--- src/pkg/uhc_pkg.sv ---
package uhc_pkg;

    // Register byte addresses on the 9-bit register port
    localparam logic [8:0] ADDR_RESULT      = 9'h18E;
    localparam logic [8:0] ADDR_CFG_PRI     = 9'h190;
    localparam logic [8:0] ADDR_CFG_SEC     = 9'h191;
    localparam logic [8:0] ADDR_MPS_HI      = 9'h192;
    localparam logic [8:0] ADDR_MPS_LO      = 9'h193;
    localparam logic [8:0] ADDR_SIZE_HH     = 9'h194;
    localparam logic [8:0] ADDR_SIZE_HL     = 9'h195;
    localparam logic [8:0] ADDR_SIZE_LH     = 9'h196;
    localparam logic [8:0] ADDR_SIZE_LL     = 9'h197;
    localparam logic [8:0] ADDR_STATUS      = 9'h19C;
    localparam logic [8:0] ADDR_BO_CTL      = 9'h19D;

    // Field positions, primary configuration
    localparam int CFG_ACK_LSB   = 4;
    localparam int CFG_SPEED_LSB = 2;
    localparam int CFG_TOGGLE    = 1;
    localparam int CFG_GO        = 0;
    // Field positions, secondary configuration
    localparam int CFG_DIR_LSB   = 6;
    localparam int CFG_AUTO_ZL   = 3;
    localparam int CFG_UNLIM     = 0;
    // Field positions, result code and status
    localparam int RES_CODE_LSB  = 4;
    localparam int ST_ACK_REACH  = 0;
    localparam int ST_SIZE_DONE  = 1;
    localparam int ST_COND_CHG   = 2;
    localparam int BO_GO         = 0;

    // Reset values
    localparam logic [7:0]  CFG_PRI_RST = 8'h00;
    localparam logic [7:0]  CFG_SEC_RST = 8'h00;
    localparam logic [9:0]  MPS_RST     = 10'h000;
    localparam logic [31:0] SIZE_RST    = 32'h0000_0000;
    localparam logic [3:0]  ACK_FULL    = 4'h0;    // Zero selects sixteen
    localparam logic [4:0]  ACK_SIXTEEN = 5'h10;

    // Encodings
    localparam logic [1:0] SPEED_HS = 2'h0;
    localparam logic [1:0] SPEED_FS = 2'h1;
    localparam logic [1:0] DIR_OUT  = 2'h1;
    localparam logic [1:0] DIR_IN   = 2'h2;

    typedef enum logic [2:0] {
        RC_NO_ERROR = 3'h0,
        RC_STALL    = 3'h1,
        RC_OVERRUN  = 3'h2,
        RC_UNDERRUN = 3'h3,
        RC_RETRY    = 3'h4
    } uhc_code_t;

    // Transaction request toward the packet engine
    typedef struct packed {
        logic [1:0] dir;
        logic [1:0] speed;
        logic       toggle;
        logic [9:0] length;
    } uhc_req_t;

    // Transaction outcome from the packet engine
    typedef struct packed {
        logic [2:0]  code;
        logic        acked;
        logic        toggle;
        logic [9:0]  nbytes;
    } uhc_res_t;

endpackage

--- src/uhc_ack_counter.sv ---
`timescale 1ns/1ps
// Counts handshakes and pulses once the programmed number is reached
module uhc_ack_counter #(
    parameter int CNT_W = 5
) (
    // Clock and reset
    input  wire logic       clock_i,
    input  wire logic       rst_n_i,
    // Control
    input  wire logic       clear_i,
    input  wire logic       ack_i,
    input  wire logic [3:0] limit_i,
    // Result
    output logic            reached_o
);

    logic [CNT_W-1:0] count_r;
    logic [CNT_W-1:0] count_nxt;
    logic [CNT_W-1:0] target;

    // Zero in the field stands for sixteen
    always_comb begin
        count_nxt = count_r + 1'b1;
        target    = (limit_i == uhc_pkg::ACK_FULL) ? uhc_pkg::ACK_SIXTEEN
                                                   : {1'b0, limit_i};
    end

    // Wraps to zero so the next group counts afresh
    always_ff @(posedge clock_i or negedge rst_n_i) begin
        if (!rst_n_i) begin
            count_r   <= '0;
            reached_o <= 1'b0;
        end else if (clear_i) begin
            count_r   <= '0;
            reached_o <= 1'b0;
        end else if (ack_i && count_nxt == target) begin
            count_r   <= '0;
            reached_o <= 1'b1;
        end else begin
            count_r   <= ack_i ? count_nxt : count_r;
            reached_o <= 1'b0;
        end
    end

endmodule // uhc_ack_counter

--- src/uhc_channel.sv ---
// Our own choice: strobed register access.
`timescale 1ns/1ps
// Contract
// - ACK count field; zero means sixteen
// - Count reached sets handshake status flag
// - Bulk-only mode counts data transactions only
// - Speed field 00 high, 01 full
// - Toggle seeds transaction, reads current state
// - Go starts, zero stops, reads running
// - Byte count done sets flag, clears go
// - Condition change clears go, records result
// - Stop finishes current transaction, then flags
// - Stop keeps count and settings for resume
// - Direction 01 issues OUT, 10 IN
// - Bulk-only go overrides direction field
// - Auto zero-length after exact OUT boundary
// - Unlimited bit ignores total size
// - Ten-bit max packet, upper bits reserved
// - Result codes: none, stall, overrun, underrun, retry
// - Remaining count drops per good transaction
module uhc_channel (
    // Clock and reset
    input  wire logic             clock_i,
    input  wire logic             resetn_i,
    // Register port
    input  wire logic [8:0]       addr_i,
    input  wire logic [7:0]       wdata_i,
    input  wire logic             wr_i,
    input  wire logic             rd_i,
    output logic      [7:0]       rdata_o,
    // Packet engine request
    output logic                  xact_req_o,
    output uhc_pkg::uhc_req_t     xact_o,
    // Packet engine outcome
    input  wire logic             xact_done_i,
    input  wire uhc_pkg::uhc_res_t xact_res_i,
    // Bulk-only sequencer
    input  wire logic [1:0]       bo_dir_i,
    input  wire logic             bo_data_phase_i,
    // Channel state
    output logic                  running_o,
    output logic      [2:0]       status_o
);

    typedef enum logic {
        UHC_IDLE,
        UHC_BUSY
    } uhc_state_t;

    // Reset release synchroniser
    logic        rst_meta_r;
    logic        rst_n_r;

    // Registers
    logic [3:0]  ack_limit_r;
    logic [1:0]  speed_r;
    logic        toggle_r;
    logic        go_r;
    logic [1:0]  dir_r;
    logic        auto_zl_r;
    logic        unlim_r;
    logic [9:0]  mps_r;
    logic [31:0] remain_r;
    logic [2:0]  code_r;
    logic        flag_ack_r;
    logic        flag_size_r;
    logic        flag_cc_r;
    logic        bo_go_r;
    logic        stop_req_r;
    logic        zlp_pend_r;
    uhc_state_t  state_r;
    logic [9:0]  len_r;

    // Decoded accesses and events
    logic        wr_pri;
    logic        wr_sec;
    logic        wr_status;
    logic        go_write_one;
    logic        go_write_zero;
    logic [1:0]  dir_eff;
    logic        done_ok;
    logic        done_err;
    logic [31:0] remain_after;
    logic        last_pkt;
    logic        need_zlp;
    logic        finish_ok;
    logic        idle_done;
    logic        launch;
    logic        stop_done;
    logic        idle_stop;
    logic        ack_event;
    logic        ack_reached;
    logic [9:0]  launch_len;
    logic [7:0]  rdata_nxt;

    // Async assert, two-flop synchronous release
    always_ff @(posedge clock_i or negedge resetn_i) begin
        if (!resetn_i) begin
            rst_meta_r <= 1'b0;
            rst_n_r    <= 1'b0;
        end else begin
            rst_meta_r <= 1'b1;
            rst_n_r    <= rst_meta_r;
        end
    end

    // Write decode
    assign wr_pri        = wr_i && addr_i == uhc_pkg::ADDR_CFG_PRI;
    assign wr_sec        = wr_i && addr_i == uhc_pkg::ADDR_CFG_SEC;
    assign wr_status     = wr_i && addr_i == uhc_pkg::ADDR_STATUS;
    assign go_write_one  = wr_pri && wdata_i[uhc_pkg::CFG_GO];
    assign go_write_zero = wr_pri && !wdata_i[uhc_pkg::CFG_GO];

    // Sequencer direction wins once bulk-only runs
    assign dir_eff = bo_go_r ? bo_dir_i : dir_r;

    // Transaction outcome decode
    always_comb begin
        done_ok      = state_r == UHC_BUSY && xact_done_i
                       && xact_res_i.code == uhc_pkg::RC_NO_ERROR;
        done_err     = state_r == UHC_BUSY && xact_done_i
                       && xact_res_i.code != uhc_pkg::RC_NO_ERROR;
        // Saturate so an over-long packet cannot wrap the count
        remain_after = (remain_r > {22'h0, xact_res_i.nbytes})
                       ? remain_r - {22'h0, xact_res_i.nbytes} : 32'h0000_0000;
        last_pkt     = !unlim_r && remain_after == 32'h0000_0000;
        need_zlp     = last_pkt && auto_zl_r && dir_eff == uhc_pkg::DIR_OUT
                       && len_r == mps_r && !zlp_pend_r;
        finish_ok    = done_ok && (zlp_pend_r || (last_pkt && !need_zlp));
        // A stop written in the done cycle still ends from idle
        stop_done    = stop_req_r && ((state_r == UHC_BUSY && xact_done_i && !finish_ok && !done_err)
                       || (state_r == UHC_IDLE && go_r && !go_write_one));
        // IN with nothing left finishes at once; OUT sends one empty packet
        idle_done    = state_r == UHC_IDLE && go_r && !stop_req_r && !unlim_r
                       && !zlp_pend_r && remain_r == 32'h0000_0000
                       && dir_eff == uhc_pkg::DIR_IN;
        launch       = state_r == UHC_IDLE && go_r && !stop_req_r && !idle_done;
        idle_stop    = state_r == UHC_IDLE && go_r && go_write_zero;
        ack_event    = done_ok && xact_res_i.acked
                       && (!bo_go_r || bo_data_phase_i);
    end

    // Packet length: full packets until the tail
    always_comb begin
        if (zlp_pend_r) begin
            launch_len = 10'h000;
        end else if (unlim_r || remain_r >= {22'h0, mps_r}) begin
            launch_len = mps_r;
        end else begin
            launch_len = remain_r[9:0];
        end
    end

    // Primary configuration fields
    always_ff @(posedge clock_i or negedge rst_n_r) begin
        if (!rst_n_r) begin
            ack_limit_r <= uhc_pkg::CFG_PRI_RST[7:4];
            speed_r     <= uhc_pkg::CFG_PRI_RST[3:2];
        end else if (wr_pri) begin
            ack_limit_r <= wdata_i[uhc_pkg::CFG_ACK_LSB +: 4];
            speed_r     <= wdata_i[uhc_pkg::CFG_SPEED_LSB +: 2];
        end
    end

    // Toggle: seeded by software, tracked by good transactions
    always_ff @(posedge clock_i or negedge rst_n_r) begin
        if (!rst_n_r) begin
            toggle_r <= 1'b0;
        end else if (done_ok) begin
            toggle_r <= xact_res_i.toggle;
        end else if (wr_pri && state_r == UHC_IDLE) begin
            toggle_r <= wdata_i[uhc_pkg::CFG_TOGGLE];
        end
    end

    // Go bit: software start wins over a same-cycle hardware clear
    always_ff @(posedge clock_i or negedge rst_n_r) begin
        if (!rst_n_r) begin
            go_r <= 1'b0;
        end else if (go_write_one) begin
            go_r <= 1'b1;
        end else if (finish_ok || idle_done || done_err || stop_done || idle_stop) begin
            go_r <= 1'b0;
        end
    end

    // Stop request waits for the transaction on the wire
    always_ff @(posedge clock_i or negedge rst_n_r) begin
        if (!rst_n_r) begin
            stop_req_r <= 1'b0;
        end else if (go_write_one || !go_r) begin
            stop_req_r <= 1'b0;
        end else if (go_write_zero) begin
            stop_req_r <= 1'b1;
        end
    end

    // Secondary configuration; reserved bits are not stored
    always_ff @(posedge clock_i or negedge rst_n_r) begin
        if (!rst_n_r) begin
            dir_r     <= uhc_pkg::CFG_SEC_RST[7:6];
            auto_zl_r <= uhc_pkg::CFG_SEC_RST[3];
            unlim_r   <= uhc_pkg::CFG_SEC_RST[0];
        end else if (wr_sec) begin
            dir_r     <= wdata_i[uhc_pkg::CFG_DIR_LSB +: 2];
            auto_zl_r <= wdata_i[uhc_pkg::CFG_AUTO_ZL];
            unlim_r   <= wdata_i[uhc_pkg::CFG_UNLIM];
        end
    end

    // Max packet size, upper six bits dropped
    always_ff @(posedge clock_i or negedge rst_n_r) begin
        if (!rst_n_r) begin
            mps_r <= uhc_pkg::MPS_RST;
        end else if (wr_i && addr_i == uhc_pkg::ADDR_MPS_HI) begin
            mps_r <= {wdata_i[1:0], mps_r[7:0]};
        end else if (wr_i && addr_i == uhc_pkg::ADDR_MPS_LO) begin
            mps_r <= {mps_r[9:8], wdata_i};
        end
    end

    // Remaining byte count survives a stop so go can resume
    always_ff @(posedge clock_i or negedge rst_n_r) begin
        if (!rst_n_r) begin
            remain_r <= uhc_pkg::SIZE_RST;
        end else if (done_ok && !unlim_r) begin
            remain_r <= remain_after;
        end else if (wr_i && addr_i == uhc_pkg::ADDR_SIZE_HH) begin
            remain_r <= {wdata_i, remain_r[23:0]};
        end else if (wr_i && addr_i == uhc_pkg::ADDR_SIZE_HL) begin
            remain_r <= {remain_r[31:24], wdata_i, remain_r[15:0]};
        end else if (wr_i && addr_i == uhc_pkg::ADDR_SIZE_LH) begin
            remain_r <= {remain_r[31:16], wdata_i, remain_r[7:0]};
        end else if (wr_i && addr_i == uhc_pkg::ADDR_SIZE_LL) begin
            remain_r <= {remain_r[31:8], wdata_i};
        end
    end

    // Result code of the last channel stop
    always_ff @(posedge clock_i or negedge rst_n_r) begin
        if (!rst_n_r) begin
            code_r <= uhc_pkg::RC_NO_ERROR;
        end else if (done_err) begin
            code_r <= xact_res_i.code;
        end else if (stop_done || idle_stop || finish_ok || idle_done) begin
            code_r <= uhc_pkg::RC_NO_ERROR;
        end
    end

    // Sticky status: write one clears, a new event wins
    always_ff @(posedge clock_i or negedge rst_n_r) begin
        if (!rst_n_r) begin
            flag_ack_r  <= 1'b0;
            flag_size_r <= 1'b0;
            flag_cc_r   <= 1'b0;
        end else begin
            flag_ack_r  <= ack_reached
                           || (flag_ack_r && !(wr_status && wdata_i[uhc_pkg::ST_ACK_REACH]));
            flag_size_r <= (finish_ok || idle_done)
                           || (flag_size_r && !(wr_status && wdata_i[uhc_pkg::ST_SIZE_DONE]));
            flag_cc_r   <= (done_err || stop_done || idle_stop)
                           || (flag_cc_r && !(wr_status && wdata_i[uhc_pkg::ST_COND_CHG]));
        end
    end

    // Bulk-only sequencer enable
    always_ff @(posedge clock_i or negedge rst_n_r) begin
        if (!rst_n_r) begin
            bo_go_r <= 1'b0;
        end else if (wr_i && addr_i == uhc_pkg::ADDR_BO_CTL) begin
            bo_go_r <= wdata_i[uhc_pkg::BO_GO];
        end
    end

    // Channel engine: one transaction at a time
    always_ff @(posedge clock_i or negedge rst_n_r) begin
        if (!rst_n_r) begin
            state_r    <= UHC_IDLE;
            xact_req_o <= 1'b0;
            len_r      <= 10'h000;
            zlp_pend_r <= 1'b0;
        end else begin
            xact_req_o <= 1'b0;
            case (state_r)
                UHC_IDLE: begin
                    if (launch) begin
                        state_r    <= UHC_BUSY;
                        xact_req_o <= 1'b1;
                        len_r      <= launch_len;
                    end
                end
                UHC_BUSY: begin
                    if (xact_done_i) begin
                        state_r <= UHC_IDLE;
                    end
                    if (need_zlp && done_ok) begin
                        zlp_pend_r <= 1'b1;
                    end else if (done_ok || done_err) begin
                        zlp_pend_r <= 1'b0;
                    end
                end
                default: begin
                    state_r <= UHC_IDLE;
                end
            endcase
        end
    end

    // Request fields held beside the strobe
    always_ff @(posedge clock_i or negedge rst_n_r) begin
        if (!rst_n_r) begin
            xact_o <= '0;
        end else if (launch) begin
            xact_o.dir    <= dir_eff;
            xact_o.speed  <= speed_r;
            xact_o.toggle <= toggle_r;
            xact_o.length <= launch_len;
        end
    end

    // Handshake counter restarts with each go written while stopped
    uhc_ack_counter #(
        .CNT_W (5)
    ) u_ack_counter (
        .clock_i   (clock_i),
        .rst_n_i   (rst_n_r),
        .clear_i   (go_write_one && !go_r),
        .ack_i     (ack_event),
        .limit_i   (ack_limit_r),
        .reached_o (ack_reached)
    );

    // Read mux; unmapped and reserved bits read zero
    always_comb begin
        rdata_nxt = 8'h00;
        case (addr_i)
            uhc_pkg::ADDR_RESULT:  rdata_nxt[uhc_pkg::RES_CODE_LSB +: 3] = code_r;
            uhc_pkg::ADDR_CFG_PRI: rdata_nxt = {ack_limit_r, speed_r, toggle_r, go_r};
            uhc_pkg::ADDR_CFG_SEC: rdata_nxt = {dir_r, 2'h0, auto_zl_r, 2'h0, unlim_r};
            uhc_pkg::ADDR_MPS_HI:  rdata_nxt = {6'h00, mps_r[9:8]};
            uhc_pkg::ADDR_MPS_LO:  rdata_nxt = mps_r[7:0];
            uhc_pkg::ADDR_SIZE_HH: rdata_nxt = remain_r[31:24];
            uhc_pkg::ADDR_SIZE_HL: rdata_nxt = remain_r[23:16];
            uhc_pkg::ADDR_SIZE_LH: rdata_nxt = remain_r[15:8];
            uhc_pkg::ADDR_SIZE_LL: rdata_nxt = remain_r[7:0];
            uhc_pkg::ADDR_STATUS:  rdata_nxt = {5'h00, flag_cc_r, flag_size_r, flag_ack_r};
            uhc_pkg::ADDR_BO_CTL:  rdata_nxt = {7'h00, bo_go_r};
            default:               rdata_nxt = 8'h00;
        endcase
    end

    // Read data valid only the cycle after the strobe
    always_ff @(posedge clock_i or negedge rst_n_r) begin
        if (!rst_n_r) begin
            rdata_o <= 8'h00;
        end else begin
            rdata_o <= rd_i ? rdata_nxt : 8'h00;
        end
    end

    // Mirrored state outputs
    always_ff @(posedge clock_i or negedge rst_n_r) begin
        if (!rst_n_r) begin
            running_o <= 1'b0;
            status_o  <= 3'h0;
        end else begin
            running_o <= go_r;
            status_o  <= {flag_cc_r, flag_size_r, flag_ack_r};
        end
    end

endmodule // uhc_channel

--- config.mk ---
export PLATFORM = sky130hd
export DESIGN_NAME = uhc_channel
export DESIGN_NICKNAME = d
export VERILOG_FILES = /design/src/pkg/uhc_pkg.sv /design/src/uhc_ack_counter.sv /design/src/uhc_channel.sv
export SDC_FILE = /design/constraint.sdc
export NUM_CORES = 1
export LEC_CHECK = 0
export BUFFER_PORTS_ARGS = -buffer_cell sky130_fd_sc_hd__buf_2
export CAP_MARGIN = 20
export CORE_ASPECT_RATIO = 1.2
export CORE_MARGIN = 5
export CORE_UTILIZATION = 25
export DETAILED_ROUTE_END_ITERATION = 10
export GPL_TIMING_DRIVEN = 0
export SETUP_SLACK_MARGIN = 0.02
export SLEW_MARGIN = 20
export SYNTH_ARGS = -nofsm -noshare
export SYNTH_HDL_FRONTEND = slang
export SYNTH_SLANG_ARGS = --single-unit
--- constraint.sdc ---
create_clock -name clock_i -period 5.9 [get_ports clock_i]
set_input_delay 1.18 -clock clock_i [delete_from_list [all_inputs] [get_ports clock_i]]
set_output_delay 1.18 -clock clock_i [all_outputs]
set_load 0.05 [all_outputs]
## Yosys cells after proc, flatten, opt, wreduce, memory -nomap -nowiden

Index checks and enable logic that the tools add are counted.

| storage, ports and cells | value |
|---|---|
| bits in registers | 110 |
| input bits | 40 |
| output and inout bits | 28 |
| logic and storage cells | 193 |

| operators by class | value |
|---|---|
| add/subtract/negate cells | 2 |
| order comparisons | 2 |
| eq/ne operators | 18 |
| multiplexer cells | 35 |
| bitwise operators | 2 |
| reductions and logical operators | 100 |

Operators with widths:

| cell | count |
|---|---|
| $eq A9 B9 Y1 const B | 11 |
| $mux W32 | 3 |
| $logic_not A32 Y1 | 2 |
| $logic_and A1 B1 Y1 | 47 |
| $pmux W4 S10 | 1 |
| $ge A32 B10 Y1 | 1 |
| $gt A32 B10 Y1 | 1 |
| $sub A32 B10 Y32 | 1 |
| $mux W10 | 3 |
| $mux W24 | 1 |
| $mux W8 | 3 |
| $pmux W3 S8 | 1 |
| $mux W5 | 4 |
| $logic_or A1 B1 Y1 | 18 |
| $reduce_bool A2 Y1 | 9 |
| $mux W16 | 1 |
| $logic_not A1 Y1 | 14 |
| $mux W1 | 13 |
| $eq A10 B10 Y1 | 1 |
| $reduce_and A2 Y1 | 4 |
| $pmux W1 S7 | 1 |
| $mux W3 | 2 |
| $ne A2 B2 Y1 const B | 3 |
| $reduce_bool A3 Y1 | 2 |
| 11 further kinds | 12 |

## Logic depth before layout (Yosys ltp)

| logic depth | value |
|---|---|
| depth after elaboration | 22 |
| mapped depth | 13 |
| depth with buffers taken out | 12 |

## By module

Synthesis repeated with hierarchy kept, for this count alone.

| second synthesis, totals | value |
|---|---|
| cell total of the unflattened synthesis | 757 |
| area total of the unflattened synthesis | 6934.2 µm² |

Modules (own cells, without submodules):

| module | instances | cells an instance | area an instance (µm²) | seq. area each (µm²) |
|---|---|---|---|---|
| uhc_channel | 1 | 720 | 6548.8 | 2602.5 |
| uhc_ack_counter | 1 | 37 | 385.4 | 150.1 |

## Worst setup path before layout

Ideal clock, no wire load.

| timing | value |
|---|---|
| path kind | input-to-reg |
| start | input port xact_res_i[8] (netlist bit) |
| end | register zlp_pend_r |
| library setup time | 0.122 ns |
| arrival time | 3.612 ns |
| required time | 5.778 ns |
| slack | 2.166 ns |
| stages | 12 |
| buffers on the path | 1 |
| cells stage by stage | inv_1 > ha_1 > a21o_1 > a21oi_1 > nand3_1 > or3_1 > clkbuf_1 > or2_2 > and4_1 > and3_1 > a21o_1 > a32o_1 |

| between the ends | value |
|---|---|
| cells in the longest elaborated chain, start to end | 11 |
| elaborated cells between the ends (all ways) | 13 |
| classes of those cells | 1 x add/sub; 1 x order compare; 2 x mux; 9 x reduce/logical |

Ends and longest elaborated chain:

| element | RTL line | text |
|---|---|---|
| start: declaration | uhc_channel.sv:36 | `input wire uhc_pkg::uhc_res_t xact_res_i,` |
| $sub A32 B10 Y32 or $gt A32 B10 Y1 (tied branches) | uhc_channel.sv:125, uhc_channel.sv:124 |  |
| $mux W32 * | uhc_channel.sv:125 | `? remain_r - {22'h0, xact_res_i.nbytes} : 32'h0000_0000;` |
| $logic_not A32 Y1 * | uhc_channel.sv:126 | `last_pkt = !unlim_r && remain_after == 32'h0000_0000;` |
| $logic_and A1 B1 Y1 * | uhc_channel.sv:126 |  |
| $logic_and A1 B1 Y1 * (2 in series) | uhc_channel.sv:127 | `need_zlp = last_pkt && auto_zl_r && dir_eff == uhc_pkg::DIR_OUT` |
| $logic_and A1 B1 Y1 * (2 in series) | uhc_channel.sv:128 | `&& len_r == mps_r && !zlp_pend_r;` |
| $logic_and A1 B1 Y1 * | uhc_channel.sv:296 | `if (need_zlp && done_ok) begin` |
| $reduce_bool A2 Y1 (no line) | n/a |  |
| $reduce_and A2 Y1 (no line) | n/a |  |
| end signal: assignment | uhc_channel.sv:281 | `zlp_pend_r <= 1'b0;` |
| end signal: assignment | uhc_channel.sv:297 | `zlp_pend_r <= 1'b1;` |
| end signal: assignment | uhc_channel.sv:299 | `zlp_pend_r <= 1'b0;` |
| end: declaration | uhc_channel.sv:70 | `logic zlp_pend_r;` |

Every way passes the cells marked *; elsewhere a longest branch is shown, timed or not.
A chain may end at the register's enable or synchronous reset.

## Final worst setup path

| timing | value |
|---|---|
| start | input port xact_res_i[0] (netlist bit) |
| end | register remain_r[13] |

| between the ends | value |
|---|---|
| cells in the longest elaborated chain, start to end | 3 |
| elaborated cells between the ends (all ways) | 4 |
| classes of those cells | 1 x add/sub; 1 x order compare; 2 x mux |

Ends and longest elaborated chain:

| element | RTL line | text |
|---|---|---|
| $sub A32 B10 Y32 or $gt A32 B10 Y1 (tied branches) | uhc_channel.sv:125, uhc_channel.sv:124 |  |
| $mux W32 * | uhc_channel.sv:125 |  |
| $mux W32 * | uhc_channel.sv:226 | `end else if (done_ok && !unlim_r) begin` |
| end signal: assignment | uhc_channel.sv:225 | `remain_r <= uhc_pkg::SIZE_RST;` |
| end signal: assignment | uhc_channel.sv:227 | `remain_r <= remain_after;` |
| end signal: assignment | uhc_channel.sv:229 | `remain_r <= {wdata_i, remain_r[23:0]};` |
| end: declaration | uhc_channel.sv:63 | `logic [31:0] remain_r;` |

Marks and branches as above.

==> implementation parameters <==
Parameter                              Value

Final layout
  Area Overhead vs Synth    16.4%
  Layout cell share with drive strength beyond 1    0.156
  Net count, final    just over 900
  Area of all placed cells without fillers    between 7000 and 8000 um2
  Number of fill cells in the layout    2912

Critical path
  Buffers & Inverters on Critical Path    2
  Endpoint of the worst-slack reg-to-reg timing path    remain_r[13]
  Worst Setup EP    remain_r[13]
  Maximum fanout count along the critical path    10
  Startpoint Class    primary input
  Internal reg-to-reg setup slack    approximately 2.0 ns
  CP max-delay cell    sky130_fd_sc_hd__a211oi_1
  Timing startpoint of the critical path    xact_res_i[0]
  Stages on the worst setup path    12
  Depth of the most critical reg-to-reg path    12
  Maximum single-stage delay on the critical path    slightly below 0.5 ns
  Worst-path cell chain    buf_2 > ha_1 > fa_1 > nand2b_1 > a211oi_1 > o21ai_1 > nand2_1 > a2111o_1 > and2_1 > clkbuf_1 > a21oi_1 > o221ai_1
  Start-to-end type of the worst setup path    in -> reg
  Worst path top cell family by delay    compound AO/OA/AOI/OAI gates
  RR Startpoint    remain_r[0]
  Arrival @ worst endpoint    around 4.5 ns
  CP Capture Type    flip-flop
  Data required, critical path    between 6 and 7 ns

Power
  Peak supply drop    around 0.19 mV
  Power density over cell area    448 nW/um2
  Static leakage    approximately 3.6 nW
  Total power    roughly 3.6 mW

Run status
  Result of the run    finished clean

CTS
  Post-CTS resize count    0
  Post-CTS Setup Inserts    0
  TritonCTS clock tree    done
  H-tree levels    3
  CTS Buffer Depth    2
  TritonCTS Buffers    9
  Latest clock arrival within the worst-skew pair    about 0.36 ns
  Quantity of hold-fixing buffers added after cts    0
  CTS Root Cell    sky130_fd_sc_hd__clkbuf_16
  Number of clock sinks seen by CTS    between 100 and 150
  Clock-pin slew reported for the worst setup and hold paths after clock tree synthesis    around 0.080 ns

Die
  Area of the die    30900 um2
  Chip width    about 160 um
  Initial Util    0.253
  Core Footprint    27100 um2
  Die extent in y    between 150 and 200 um
  Total I/O pin count    68
  Number of core rows    66

Placement
  Placed wire-length estimate after detailed placement    18700 um
  Routability cong.    0.962
  Area post-placement    7670 um2
  Port Buffer Count    between 60 and 70

Synthesis
  Synthesized flop and latch total    between 100 and 150
  Number of nets in the synthesized netlist    slightly above 800
  Proportion of synthesized flip-flops having asynchronous set or reset    1.00
  Cell taking the most area after synthesis    sky130_fd_sc_hd__dfrtp_1
  Area fraction of the dominant cell type after synthesis    0.401
  Count of yosys warnings during synthesis    0
  Synthesized area per cell    around 9.0 um2
  Area of the mapped netlist    just under 7000 um2
  Number of standard cells after synthesis    ~760
  Count of flip-flops with a built-in enable after synthesis    0
  Sequential share of the synthesized area    0.401
  Most used flip-flop cell after synthesis    sky130_fd_sc_hd__dfrtp_1
  Biggest area contributors in the synthesized netlist    sky130_fd_sc_hd__dfrtp_1, sky130_fd_sc_hd__nand2_1, sky130_fd_sc_hd__ha_1
  Cell variety after synth    70

Timing
  Clock period minus worst slack    4.20 ns
  Number of setup violations in the final report    0
  Portion of the clock cycle consumed by the worst path in the final layout    0.711
  Number of max-slew violations in the final report    0
  Hold Violations, Final    0
  Achievable frequency    roughly 240 MHz
  Largest clock skew in the final design    0.00987 ns
  Summed negative setup slack over all endpoints    0 ns
  Slew Limit Headroom    0.455
  Measured slew at the worst slew-check pin    between 0.8 and 0.9 ns
  Setup repair after global routing missed its margin    false

Global route
  Maximum number of pins on one net before global-route repair    50
  Antenna violations before repair    4
  Total routing usage reported by global routing    0.157
  Via count of the first global-routing pass    6456
  Global route overflow    0
  First-pass GRT wire length    approximately 38000 um

Route
  Routed wirelength normalized by instance count    20.2 um
  Wire length on met3    about 1300 um
  Length of the first detailed-routing pass in iterations    8
  DR DRC count    0
  Met2 Routed Length    11600 um
  Mean number of vias per cell    between 5 and 6
  Metal-1 WL    about 9900 um
  Antenna-violating nets left    0
  Drt initial violations    between 400 and 500
  Highest layer used for signal routing    met5
  Total number of vias    roughly 6400
  Wire length after detailed routing    24100 um

Worst hold path
  Hold WC Path Type    reg -> async

Flow run
  Count of max-cap constraint violations    0
-- Yosys cell counts (all sizes together), types with 6 or more instances --
| master | n |
|---|---|
| a211oi | 11 |
| a21o | 10 |
| a21oi | 32 |
| a221o | 12 |
| a222oi | 11 |
| a22o | 6 |
| a22oi | 19 |
| a31oi | 8 |
| a32oi | 6 |
| and2 | 9 |
| and3 | 7 |
| buf | 11 |
| clkbuf | 17 |
| dfrtp | 110 |
| ha | 21 |
| inv | 36 |
| mux2 | 18 |
| mux2i | 15 |
| nand2 | 99 |
| nand2b | 10 |
| nand3 | 19 |
| nor2 | 55 |
| nor3 | 26 |
| nor4 | 19 |
| o21ai | 66 |
| or2 | 7 |
| or3 | 11 |
| xnor2 | 11 |
| xor2 | 19 |
-- area by class of cell --
| type | count | area, um2 | area share |
|---|---|---|---|
| multi-input cells | 590 | 3850 | 0.481 |
| flip-flops and latches | 110 | 2760 | 0.345 |
| well taps | 340 | 425 | 0.0532 |
| repair buffers | 68 | 378 | 0.0473 |
| clock buffers | 9 | 225 | 0.0282 |
| inverters | 36 | 135 | 0.0169 |
| plain buffers | 28 | 130 | 0.0163 |
| clock inverters | 7 | 88.8 | 0.0111 |
| diodes | 3 | 7.51 | 0.000939 |
-- placed cells by master, fill, tap and decap left out, types with 4 or more instances in the layout --
master                      netlist  routed
sky130_fd_sc_hd__a222oi_1        11      11
sky130_fd_sc_hd__o21ai_1         16      16
sky130_fd_sc_hd__or3_1           10      10
sky130_fd_sc_hd__a211oi_1        11      11
sky130_fd_sc_hd__a22o_1           6       6
sky130_fd_sc_hd__a21o_1          10      10
sky130_fd_sc_hd__xnor2_1         11      11
sky130_fd_sc_hd__nand2_1         99      99
sky130_fd_sc_hd__nor2b_1          4       4
sky130_fd_sc_hd__clkbuf_1        17      17
sky130_fd_sc_hd__nand3_1         19      19
sky130_fd_sc_hd__nand4_1          4       4
sky130_fd_sc_hd__a21oi_1         32      32
sky130_fd_sc_hd__or2_2            6       6
sky130_fd_sc_hd__and2_1           9       9
sky130_fd_sc_hd__dfrtp_1        110     109
sky130_fd_sc_hd__buf_2            8      74
sky130_fd_sc_hd__nor4_1          16      16
sky130_fd_sc_hd__nand2b_1        10      10
sky130_fd_sc_hd__nor3_1          25      25
sky130_fd_sc_hd__ha_1            21      21
sky130_fd_sc_hd__xor2_1          19      19
sky130_fd_sc_hd__nand3b_1         4       4
sky130_fd_sc_hd__a31oi_1          8       8
sky130_fd_sc_hd__o21ai_0         50      50
sky130_fd_sc_hd__o211ai_1         4       4
sky130_fd_sc_hd__nor2_1          55      55
sky130_fd_sc_hd__a32oi_1          6       6
sky130_fd_sc_hd__a22oi_1         19      19
sky130_fd_sc_hd__mux2_2          18      18
sky130_fd_sc_hd__mux2i_1         15      15
sky130_fd_sc_hd__a221o_1         12      12
sky130_fd_sc_hd__inv_1           35      35
sky130_fd_sc_hd__and3_1           7       7
sky130_fd_sc_hd__clkbuf_16        0       9
sky130_fd_sc_hd__a221oi_1         4       4
-- routing by layer --
layer | track usage | vias to the layer above
met4 | 0.0794 | 2
met2 | 0.270 | 229
met5 | 0 | -
met3 | 0.0237 | 71
met1 | 0.190 | 3082
li1 | - | 3006
-- worst min-delay path by stage --
stage / startpoint / endpoint / slack [ns] / cells after the start
floorplan: rst_meta_r / rst_n_r / 0.33 / 0
global placement: rst_meta_r / rst_n_r / 0.34 / 0
detailed placement: rst_n_r / rdata_o[5] / 0.22 / 0
CTS: rst_n_r / remain_r[15] / 0.23 / 0
global route: rst_n_r / rdata_o[5] / 0.24 / 0
finish: rst_n_r / rdata_o[5] / 0.22 / 0
-- worst reg2reg max path, delay by kind of cell (launching register included) --
kind                       cells  cell delay [ns]
AOI/OAI and AO/OA              5             1.41
and+or+nand+nor                3             0.67
adders and majority gates      2             0.63
buffers and inverters          2             0.60
DFF                            1             0.49
-- sequential cells by signal (all words and copies together), names as in the netlist, 2 cells and up --
register and cells:
u_ack_counter.count_r 5, dir_r 2, remain_r 32, speed_r 2, xact_o 15, status_o 3, ack_limit_r 4, code_r 3
rdata_o 8, mps_r 10, len_r 10
-- report_power, final --
part,switching [mW],internal (mW)
registers,0.275,0.918
logic,1.11,0.625
clock network,0.313,0.340
-- cell families (layout without fill, tap and decap cells) --
group                      after synthesis  count (layout)  share of synthesized area
other                                    1               4                   0.000546
AOI/OAI and AO/OA                      219             219                      0.221
muxes                                   33              33                     0.0514
buffers and inverters                   64             148                     0.0386
xor gates and xnor gates                30              30                     0.0383
and+or+nand+nor                        285             285                      0.208
DFF                                    110             110                      0.401
adders and majority gates               22              22                     0.0412
-- through the flow --
stage	instances	worst slack [ns]	hold slack, ns	util
floorplan	764	2.17	0.331	-
global placement	1170	1.17	0.336	0.281
detailed placement	1172	1.41	0.222	0.283
CTS	1188	1.78	0.233	0.295
global route	1189	1.53	0.243	0.295
finish	1191	1.70	0.217	0.295
Power figures use the tool's default switching activity.
